--- config.mk ---
export PLATFORM = sky130hd
export DESIGN_NAME = system_control_clock_select
export DESIGN_NICKNAME = d
export VERILOG_FILES = /design/src/design/sysctl_pkg.sv /design/src/design/system_control_clock_select.sv
export SDC_FILE = /design/constraint.sdc
export NUM_CORES = 1
export LEC_CHECK = 0
export BUFFER_PORTS_ARGS = -buffer_cell sky130_fd_sc_hd__buf_4
export CAP_MARGIN = 20
export CORE_AREA = 2 2 61 63
export CTS_CLUSTER_SIZE = 24
export DETAILED_ROUTE_END_ITERATION = 7
export DIE_AREA = 0 0 63 65
export PLACE_DENSITY = 0.84
export SLEW_MARGIN = 30
export SYNTH_ARGS = -nofsm -noshare
export SYNTH_HDL_FRONTEND = slang
export SYNTH_SLANG_ARGS = --single-unit
--- constraint.sdc ---
create_clock -name i_mclk -period 2.52 [get_ports i_mclk]
set_clock_uncertainty 0.1 [all_clocks]
set_input_delay 0.126 -clock i_mclk [delete_from_list [all_inputs] [get_ports i_mclk]]
set_output_delay 0.126 -clock i_mclk [all_outputs]
set_load 0.02 [all_outputs]
--- src/design/sysctl_pkg.sv ---
// package for the system control and clock select block
// assumes a single clock domain and an 8-bit special register port
package sysctl_pkg;
    // -----------------------------------------------------------------
    // register select codes
    // -----------------------------------------------------------------
    localparam logic [0:0] SEL_CTRL_A = 1'h0;
    localparam logic [0:0] SEL_CTRL_B = 1'h1;
    // -----------------------------------------------------------------
    // system_control_a fields
    // -----------------------------------------------------------------
    localparam int A_CLOCK_MODE = 0;
    localparam int A_CRYSTAL_POWER = 1;
    localparam int A_DIV_PIN_FUNC = 2;
    localparam int A_PWM_OUT = 3;
    localparam int A_PWM_TYPE = 5;
    localparam int A_DIV_CLK_SRC = 6;
    localparam logic [7:0] A_MASK_FULL = 8'h6f;
    localparam logic [7:0] A_MASK_LITE = 8'h47;
    localparam logic [7:0] A_RESET = 8'h00;
    // -----------------------------------------------------------------
    // system_control_b fields
    // -----------------------------------------------------------------
    localparam int B_WDT_LSB = 0;
    localparam int B_TICK_LSB = 4;
    localparam int B_EDGE_LSB = 6;
    localparam logic [7:0] B_RESET = 8'h8a;
    localparam logic [3:0] WDT_OFF_CODE = 4'ha;
    localparam logic [3:0] WDT_ON_CODE = 4'h5;
    localparam logic [1:0] EDGE_OFF = 2'h0;
    localparam logic [1:0] EDGE_RISE = 2'h1;
    localparam logic [1:0] EDGE_FALL = 2'h2;
    localparam logic [1:0] EDGE_BOTH = 2'h3;
    localparam int TICK_BASE_LOG2 = 10;
    // -----------------------------------------------------------------
    // oscillator configuration options
    // -----------------------------------------------------------------
    typedef enum logic [1:0] {
        OSC_EXT_FAST_CRYSTAL,
        OSC_EXT_RC,
        OSC_INTERNAL_FAST_RC,
        OSC_INTERNAL_FAST_RC_SLOW_CRYSTAL
    } osc_cfg_e;
endpackage

--- src/design/system_control_clock_select.sv ---
// system control registers: clock select, divider, edges, tick, watchdog
// assumes a core writes through a one-cycle strobe and reads combinationally
//
// Behaviour
// - divider clock source bit picks timer 0 when 0, timer 1 when 1.
// - divider pin bit gives general io at 0, divider output at 1.
// - crystal power bit: quick start-up at 0, low power at 1.
// - clock mode 0 runs the system clock from internal fast rc.
// - clock mode 1 runs from slow crystal and stops the fast rc.
// - clock mode bit only acts in fast rc plus slow crystal option.
// - unimplemented bits of first register read zero.
// - edge field: 00 off, 01 rising, 10 falling, 11 both.
// - tick field picks period of 2^10 to 2^13 tick clocks.
// - watchdog off only if option off and field is 1010.
// - always-on option ignores the field and keeps watchdog running.
// - oscillators also clock the watchdog and the time base.
// - external rc uses only pin one on port bit 6; bit 5 free.
// - internal fast rc frees port bits 5 and 6 as io.
// - slow crystal only allowed with internal fast rc.
// - sleep stops the system clock; slow clock keeps timers running.
// - crystal power bit clears at power-on for quick start-up.
// - sleep always stops the fast clock; slow crystal keeps running.
`timescale 1ns/1ps
module system_control_clock_select
    import sysctl_pkg::*;
#(
    parameter bit HAS_PWM = 1'b1,
    parameter osc_cfg_e OSC_CFG = OSC_INTERNAL_FAST_RC_SLOW_CRYSTAL,
    parameter bit WDT_OPTION_ON = 1'b0,
    parameter int TICK_MAX_LOG2 = 13
)
(
    // clock and reset
    input wire logic i_mclk,
    input wire logic i_reset_n,
    // register port
    input wire logic i_reg_sel,
    input wire logic i_reg_wr,
    input wire logic [7:0] i_reg_wdata,
    output logic [7:0] o_reg_rdata,
    // oscillator status and sleep
    input wire logic i_sleep,
    input wire logic i_fast_clk_tick,
    input wire logic i_slow_clk_tick,
    input wire logic i_slow_rc_tick,
    // timer sources and external interrupt pin
    input wire logic i_timer0_ovf,
    input wire logic i_timer1_ovf,
    input wire logic i_ext_int_pin,
    // clock control outputs
    output logic o_fast_rc_enable,
    output logic o_sys_clk_slow,
    output logic o_sys_clk_enable,
    output logic o_slow_crystal_enable,
    output logic o_crystal_low_power,
    // pin sharing
    output logic o_port_a_bit5_is_io,
    output logic o_port_a_bit6_is_io,
    output logic o_divider_on_pin,
    output logic o_divider_src_timer1,
    output logic o_divider_clk,
    // pwm control held for the pwm block
    output logic o_pwm_on_pin,
    output logic o_pwm_type,
    // events and watchdog
    output logic o_ext_int_event,
    output logic o_tick_event,
    output logic o_watchdog_run,
    output logic o_watchdog_clk
);
    // -----------------------------------------------------------------
    // elaboration checks
    // -----------------------------------------------------------------
    if (TICK_MAX_LOG2 != TICK_BASE_LOG2 + 3)
    begin : g_bad_tick
        $error("tick counter width must cover four period codes");
    end

    localparam logic [7:0] A_MASK = HAS_PWM ? A_MASK_FULL : A_MASK_LITE;
    localparam bit SLOW_XTAL_CFG = (OSC_CFG == OSC_INTERNAL_FAST_RC_SLOW_CRYSTAL);

    logic [7:0] ctrl_a_q;
    logic [7:0] ctrl_b_q;
    logic [TICK_MAX_LOG2-1:0] tick_cnt_q;
    logic tick_q;
    logic int_pin_q;
    logic int_evt_q;
    logic div_q;

    // -----------------------------------------------------------------
    // register writes
    // -----------------------------------------------------------------
    always_ff @(posedge i_mclk or negedge i_reset_n)
    begin
        if (!i_reset_n)
        begin
            ctrl_a_q <= A_RESET;
        end
        else if (i_reg_wr && i_reg_sel == SEL_CTRL_A)
        begin
            ctrl_a_q <= i_reg_wdata & A_MASK;
        end
    end

    always_ff @(posedge i_mclk or negedge i_reset_n)
    begin
        if (!i_reset_n)
        begin
            ctrl_b_q <= B_RESET;
        end
        else if (i_reg_wr && i_reg_sel == SEL_CTRL_B)
        begin
            ctrl_b_q <= i_reg_wdata;
        end
    end

    // unmasked storage is never nonzero, so reads are plain
    assign o_reg_rdata = (i_reg_sel == SEL_CTRL_A) ? ctrl_a_q : ctrl_b_q;

    // -----------------------------------------------------------------
    // clock selection and sleep
    // -----------------------------------------------------------------
    logic slow_mode;
    assign slow_mode = SLOW_XTAL_CFG && ctrl_a_q[A_CLOCK_MODE];
    assign o_sys_clk_slow = slow_mode;
    // fast rc is stopped in slow mode and always in sleep
    assign o_fast_rc_enable = (OSC_CFG == OSC_INTERNAL_FAST_RC || SLOW_XTAL_CFG)
                              && !slow_mode && !i_sleep;
    assign o_sys_clk_enable = !i_sleep;
    // slow crystal runs regardless of sleep once configured
    assign o_slow_crystal_enable = SLOW_XTAL_CFG;
    assign o_crystal_low_power = ctrl_a_q[A_CRYSTAL_POWER];

    // -----------------------------------------------------------------
    // pin sharing
    // -----------------------------------------------------------------
    assign o_port_a_bit5_is_io = (OSC_CFG == OSC_EXT_RC)
                                 || (OSC_CFG == OSC_INTERNAL_FAST_RC);
    assign o_port_a_bit6_is_io = (OSC_CFG == OSC_INTERNAL_FAST_RC);
    assign o_divider_on_pin = ctrl_a_q[A_DIV_PIN_FUNC];
    assign o_divider_src_timer1 = ctrl_a_q[A_DIV_CLK_SRC];
    assign o_pwm_on_pin = ctrl_a_q[A_PWM_OUT];
    assign o_pwm_type = ctrl_a_q[A_PWM_TYPE];

    // -----------------------------------------------------------------
    // programmable divider: toggles on each selected timer overflow
    // -----------------------------------------------------------------
    always_ff @(posedge i_mclk or negedge i_reset_n)
    begin
        if (!i_reset_n)
        begin
            div_q <= 1'b0;
        end
        else if (o_divider_src_timer1 ? i_timer1_ovf : i_timer0_ovf)
        begin
            div_q <= !div_q;
        end
    end
    assign o_divider_clk = div_q;

    // -----------------------------------------------------------------
    // external interrupt edge detect
    // -----------------------------------------------------------------
    logic [1:0] edge_sel;
    logic rise;
    logic fall;
    assign edge_sel = ctrl_b_q[B_EDGE_LSB +: 2];
    assign rise = i_ext_int_pin && !int_pin_q;
    assign fall = !i_ext_int_pin && int_pin_q;

    always_ff @(posedge i_mclk or negedge i_reset_n)
    begin
        if (!i_reset_n)
        begin
            int_pin_q <= 1'b0;
            int_evt_q <= 1'b0;
        end
        else
        begin
            int_pin_q <= i_ext_int_pin;
            unique case (edge_sel)
                EDGE_OFF: int_evt_q <= 1'b0;
                EDGE_RISE: int_evt_q <= rise;
                EDGE_FALL: int_evt_q <= fall;
                EDGE_BOTH: int_evt_q <= rise || fall;
            endcase
        end
    end
    assign o_ext_int_event = int_evt_q;

    // -----------------------------------------------------------------
    // time base: tick clock follows system clock source, slow in sleep
    // -----------------------------------------------------------------
    localparam int TICK_W = TICK_MAX_LOG2 + 1;
    localparam logic [TICK_W-1:0] TICK_ONE = TICK_W'(1);
    logic tb_clk;
    logic [TICK_W-1:0] tick_span;
    logic [TICK_MAX_LOG2-1:0] tick_last;
    assign tb_clk = (slow_mode || i_sleep) ? i_slow_clk_tick : i_fast_clk_tick;
    // period = 2^(10+code); one spare bit keeps the longest span from wrapping
    assign tick_span = (TICK_ONE << (TICK_BASE_LOG2 + int'(ctrl_b_q[B_TICK_LSB +: 2])))
                       - TICK_ONE;
    assign tick_last = tick_span[TICK_MAX_LOG2-1:0];

    always_ff @(posedge i_mclk or negedge i_reset_n)
    begin
        if (!i_reset_n)
        begin
            tick_cnt_q <= '0;
            tick_q <= 1'b0;
        end
        else
        begin
            tick_q <= 1'b0;
            if (tb_clk)
            begin
                if (tick_cnt_q >= tick_last)
                begin
                    tick_cnt_q <= '0;
                    tick_q <= 1'b1;
                end
                else
                begin
                    tick_cnt_q <= tick_cnt_q + 1'b1;
                end
            end
        end
    end
    assign o_tick_event = tick_q;

    // -----------------------------------------------------------------
    // watchdog enable; code 0101 recommended but any non-1010 runs it
    // -----------------------------------------------------------------
    assign o_watchdog_run = WDT_OPTION_ON
                            || (ctrl_b_q[B_WDT_LSB +: 4] != WDT_OFF_CODE);
    // watchdog counts on the free slow rc, so it survives sleep
    assign o_watchdog_clk = i_slow_rc_tick && o_watchdog_run;

endmodule // system_control_clock_select

## Word-level counts from Yosys, hierarchy flattened

Index checks and enable logic that the tools add are counted.

| operators by class | value |
|---|---|
| bitwise gates (word level) | 1 |
| shift-type cells | 1 |
| reduce and logical (&&, ||, !) cells | 14 |
| multiplexer cells | 7 |
| add/subtract/negate cells | 3 |
| eq/ne operators | 4 |
| $lt $le $gt $ge | 1 |

Operator list:

| operator | count |
|---|---|
| $add A13 B1 Y13 const B | 1 |
| $ge A13 B13 Y1 | 1 |
| $mux W13 | 1 |
| $shl A1 B5 Y13 const A | 1 |
| $sub A13 B1 Y13 const B | 1 |
| $mux W8 | 1 |
| $logic_and A1 B1 Y1 | 6 |
| $add A4 B2 Y5 const A | 1 |
| $logic_not A1 Y1 | 5 |
| $eq A2 B2 Y1 const B | 2 |
| $mux W1 | 4 |
| $ne A4 B4 Y1 const B | 1 |
| $pmux W1 S4 | 1 |
| $eq A2 B1 Y1 const B | 1 |
| $logic_not A2 Y1 | 1 |
| $logic_or A1 B1 Y1 | 2 |
| $not A1 Y1 | 1 |

| storage, ports and cells | value |
|---|---|
| bits in registers | 31 |
| bits of input ports | 19 |
| word-level logic and storage cells | 38 |

## Longest topological paths before layout

| logic depth | value |
|---|---|
| depth after elaboration | 6 |
| mapped depth | 7 |
| mapped depth without buffers | 7 |

## Worst setup path after synthesis

No wires, ideal clock.

| path | value |
|---|---|
| kind | reg-to-reg |
| start | register tick_cnt_q[0] |
| end | register tick_cnt_q[10] |
| period minus slack after synthesis | 2.081 ns |
| cell stages (with the launch flop) | 7 |
| data arrival time | 1.905 ns |
| setup time | 0.076 ns |
| setup slack | 0.439 ns |
| buffers on the path | 0 |
| cell sequence | dfrtp_1 ha_1 and3_1 a41o_4 a211o_4 or4_1 o21ai_1 |

| on the way | value |
|---|---|
| word-level cells in the longest chain between the ends | 2 |
| elaborated cells between the ends (all ways) | 3 |
| those cells by class | 1 x add/sub; 1 x order compare; 1 x mux |

RTL lines:

| what | line | text |
|---|---|---|
| start: declaration | system_control_clock_select.sv:84 | `logic [TICK_MAX_LOG2-1:0] tick_cnt_q;` |
| start signal: assignment | system_control_clock_select.sv:224 | `tick_cnt_q <= tick_cnt_q + 1'b1;` |
| $add A13 B1 Y13 or $ge A13 B13 Y1 (tied branches) | system_control_clock_select.sv:224, system_control_clock_select.sv:217 |  |
| $mux W13 * | system_control_clock_select.sv:217 | `if (tick_cnt_q >= tick_last)` |

Mark *: on every way between the ends. The rest lies on a longest branch, timed or not.
A chain may end at the register's enable or synchronous reset.

## Worst setup path after layout

| path | value |
|---|---|
| start | register ctrl_b_q[5] |
| end | register tick_cnt_q[6] |

| on the way | value |
|---|---|
| word-level cells in the longest chain between the ends | 5 |

RTL lines:

| what | line | text |
|---|---|---|
| start: declaration | system_control_clock_select.sv:83 | `logic [7:0] ctrl_b_q;` |
| start signal: assignment | system_control_clock_select.sv:113 | `ctrl_b_q <= i_reg_wdata;` |
| $add A4 B2 Y5 | system_control_clock_select.sv:201 | `assign tick_span = (TICK_ONE << (TICK_BASE_LOG2 + int'(ctrl_b_q[B_TICK_LSB +: 2])))` |
| $shl A1 B5 Y13 | system_control_clock_select.sv:201 |  |
| $sub A13 B1 Y13 | system_control_clock_select.sv:202 | `- TICK_ONE;` |
| $ge A13 B13 Y1 | system_control_clock_select.sv:217 |  |
| $mux W13 | system_control_clock_select.sv:217 |  |

Every way passes these cells.

==> run metrics <==
status=complete, no violations; slowest stage cell, crit path=nor4_1; leading area contributor after synthesis=dfrtp_1; n_diodes=0; Slew HR=0.623; leakage=1.01 nW; pwr/cell area=724 nW/um2; met2 usage=0.342; Overall Global Routing Usage=0.201; Pre-Repair DR Iteration Count=4; YS warnings=0; Worst Max-Slew Pin Slew=0.565 ns; H-tree Lvls=2; fin crit period=2.27 ns; CP Capture Type=flip-flop; design area=2220 um2; # DRC=0; share of cells above drive strength 1=0.349; Min-Delay Path Class=input port to flip-flop; slack of the critical path=0.245 ns; die width=63 um; final-report hold violation count=0; Place WS=0.272 ns; synth top area cells=dfrtp_1 41%, mux2_2 14%, ha_1 5.1%; hold buffer count at CTS=11; Startpoint Class=flip-flop; layer with the highest usage=met2; die span in y=65 um; RSZ-0062 raised after global routing=no; clock latency at the later pin of the worst-skew pair=0.32 ns; Max-Cap Viols=0; CP required=2.64 ns; vias in the first global route=1386; first-pass GRT wire length=6.48 mm; Distinct cells, synth=40; crit path cell chain=nand2_1, ha_1, nand3_1, nor4_1, a211oi_2, and3_1, a211o_1; Fin Setup TNS=0 ns; sequential area share after synthesis=0.452; Final Setup Violations=0; max frequency=440 MHz; drt wl/cell=13.9 um; top-area cell type share of the netlist area=0.406; vias=1429; arrival time worst endpoint=2.39 ns; placer congestion estimate=0.856; Clock Path Buffers=2; CTS tree=done; Post-CTS Setup Bufs=0; post-CTS sizing=0; Peak VDD IR=353 uV; I/O Buffers=39; core box area=3500 um2; Worst-path clk slew=0.10 ns; Post-layout nets=243; ANT nets after route=0; post-synth design cell area=1730 um2; initial antenna violation count=0; grt total ovfl=0; synthesized flop and latch total=31; routed wire length=3.70 mm; Max Fanout on Critical Path=5; Num CTS Buffers=5; via/cell ratio=5.37; met1 usage=0.261; Post-Synthesis Cells=164; die area=4100 um2; Detail Placement HPWL=2.58 mm; Avg Cell Area, Syn=10.5 um2; grt met3 use=0.0382; Final Core Density=0.635; largest net degree at the start of global routing=32; Initial Utilization=0.494; Iter 0 DRT Violations=118; WS Path Type=flip-flop to flip-flop; Final Max Tran Viols=0; I/O pin total=43; CP max stage delay=0.53 ns; Synth-to-Final Area Change=28.6%; Std-Cell Rows=22; clk sinks=31; DP Area=2050 um2; clock root cell=clkbuf_4; fin crit share=0.903
power breakdown:
group          switching [W]  leakage [nW]  total (W)  internal [W]
clock               0.000167        0.0353   0.000302      0.000135
combinational       0.000291         0.594   0.000566      0.000275
sequential          0.000125         0.378   0.000738      0.000613
total               0.000583          1.01    0.00161       0.00102
worst paths after layout:
path | startpoint | end | slack [ns] | depth (start not counted)
setup / recovery | ctrl_b_q[5]$_DFFE_PN0P_ | tick_cnt_q[6]$_DFFE_PN0P_ | 0.25 | 7
hold / removal | i_timer1_ovf | o_divider_clk$_DFFE_PN0P_ | 0.007 | 3
setup reg to reg | ctrl_b_q[5]$_DFFE_PN0P_ | tick_cnt_q[6]$_DFFE_PN0P_ | 0.25 | 7
max in group asynchronous | i_reset_n | ctrl_b_q[1]$_DFFE_PN1P_ | 1.82 | 2
min in group asynchronous | i_reset_n | o_ext_int_event$_DFF_PN0_ | 0.16 | 2
hold reg to reg | o_divider_clk$_DFFE_PN0P_ | o_divider_clk$_DFFE_PN0P_ | 0.38 | 1
worst max-delay path, delay by kind of cell, from the launching register on:
| family | cells | cell delay [ns] |
|---|---|---|
| AOI/OAI and AO/OA | 2 | 0.41 |
| adders and majority gates | 1 | 0.32 |
| DFF | 1 | 0.42 |
| and+or+nand+nor | 4 | 0.93 |
cells in the final DEF (no fill, tap or decap), drive strengths merged, types with 2 or more instances in the layout:
cell type / synthesis / routed
o21ai: 10 / 10
nand2: 18 / 18
nand3: 9 / 9
mux2: 21 / 21
a211o: 2 / 2
a21oi: 5 / 5
mux2i: 3 / 3
dfrtp: 28 / 28
conb: 2 / 4
nor2: 7 / 7
nor4: 4 / 4
buf: 4 / 40
o2bb2ai: 2 / 2
nand4: 2 / 2
inv: 7 / 7
dlygate4sd3: 0 / 11
and2: 4 / 4
and3: 4 / 4
ha: 7 / 7
dfstp: 3 / 3
clkbuf: 3 / 7
nand2b: 3 / 3
registers in the layout, indices dropped and copies added (netlist names):
name and count:
o_ext_int_event 1, ctrl_b_q 8, int_pin_q 1, o_divider_clk 1
tick_cnt_q 13, ctrl_a_q 6, o_tick_event 1
logic make-up (layout without fill, tap and decap cells):
logic type,count (synthesis),count (layout),synth area share
muxes,24,24,0.154
other,2,4,0.00435
AOI/OAI and AO/OA,29,29,0.126
DFF,31,31,0.452
xor gates and xnor gates,1,1,0.00508
and+or+nand+nor,56,56,0.166
adders and majority gates,7,7,0.0508
buffers and inverters,14,66,0.0413
cell usage after synthesis, drive strengths merged:
cell     number
and3          4
o22ai         1
buf           4
a21o          1
nor4          4
inv           7
o41ai         1
a32o          1
nand3         9
conb          2
and2          4
nand2b        3
a211oi        1
a21oi         5
a211o         2
nor2b         1
dfrtp        28
xnor2         1
nor2          7
nand4         2
mux2         21
ha            7
a41o          1
o311ai        1
o21ai        10
nand2        18
and4          1
mux2i         3
a31oi         1
o21a          1
clkbuf        3
nand4bb       1
dfstp         3
o2bb2ai       2
nor3          1
a32oi         1
or4           1
through the flow:
step / cells / hold slack [ns] / total power [W]
finish: 266 / 0.00715 / 0.00161
global placement: 247 / -0.0226 / 0.00128
CTS: 266 / 0.00242 / 0.00161
floorplan: 166 / -0.270 / 0.00111
detailed placement: 247 / -0.0184 / 0.00129
global route: 266 / 0.0290 / 0.00172
metal layers:
layer | share of wire | up-vias
met3 | 0.050 | 4
met5 | 0 | -
li1 | - | 692
met2 | 0.49 | 49
met4 | 0.0073 | 0
met1 | 0.46 | 684
final cells by class:
| cell class | count | area [um2] |
|---|---|---|
| sequential | 31 | 779 |
| fill | 267 | 1280 |
| inverter | 7 | 26.3 |
| tap | 48 | 60.1 |
| multi-input combinational | 121 | 882 |
| clock inverter | 1 | 5.00 |
| timing repair buffer | 51 | 410 |
| clock buffer | 7 | 55.1 |
No activity file was read; power rests on OpenSTA's default activity.
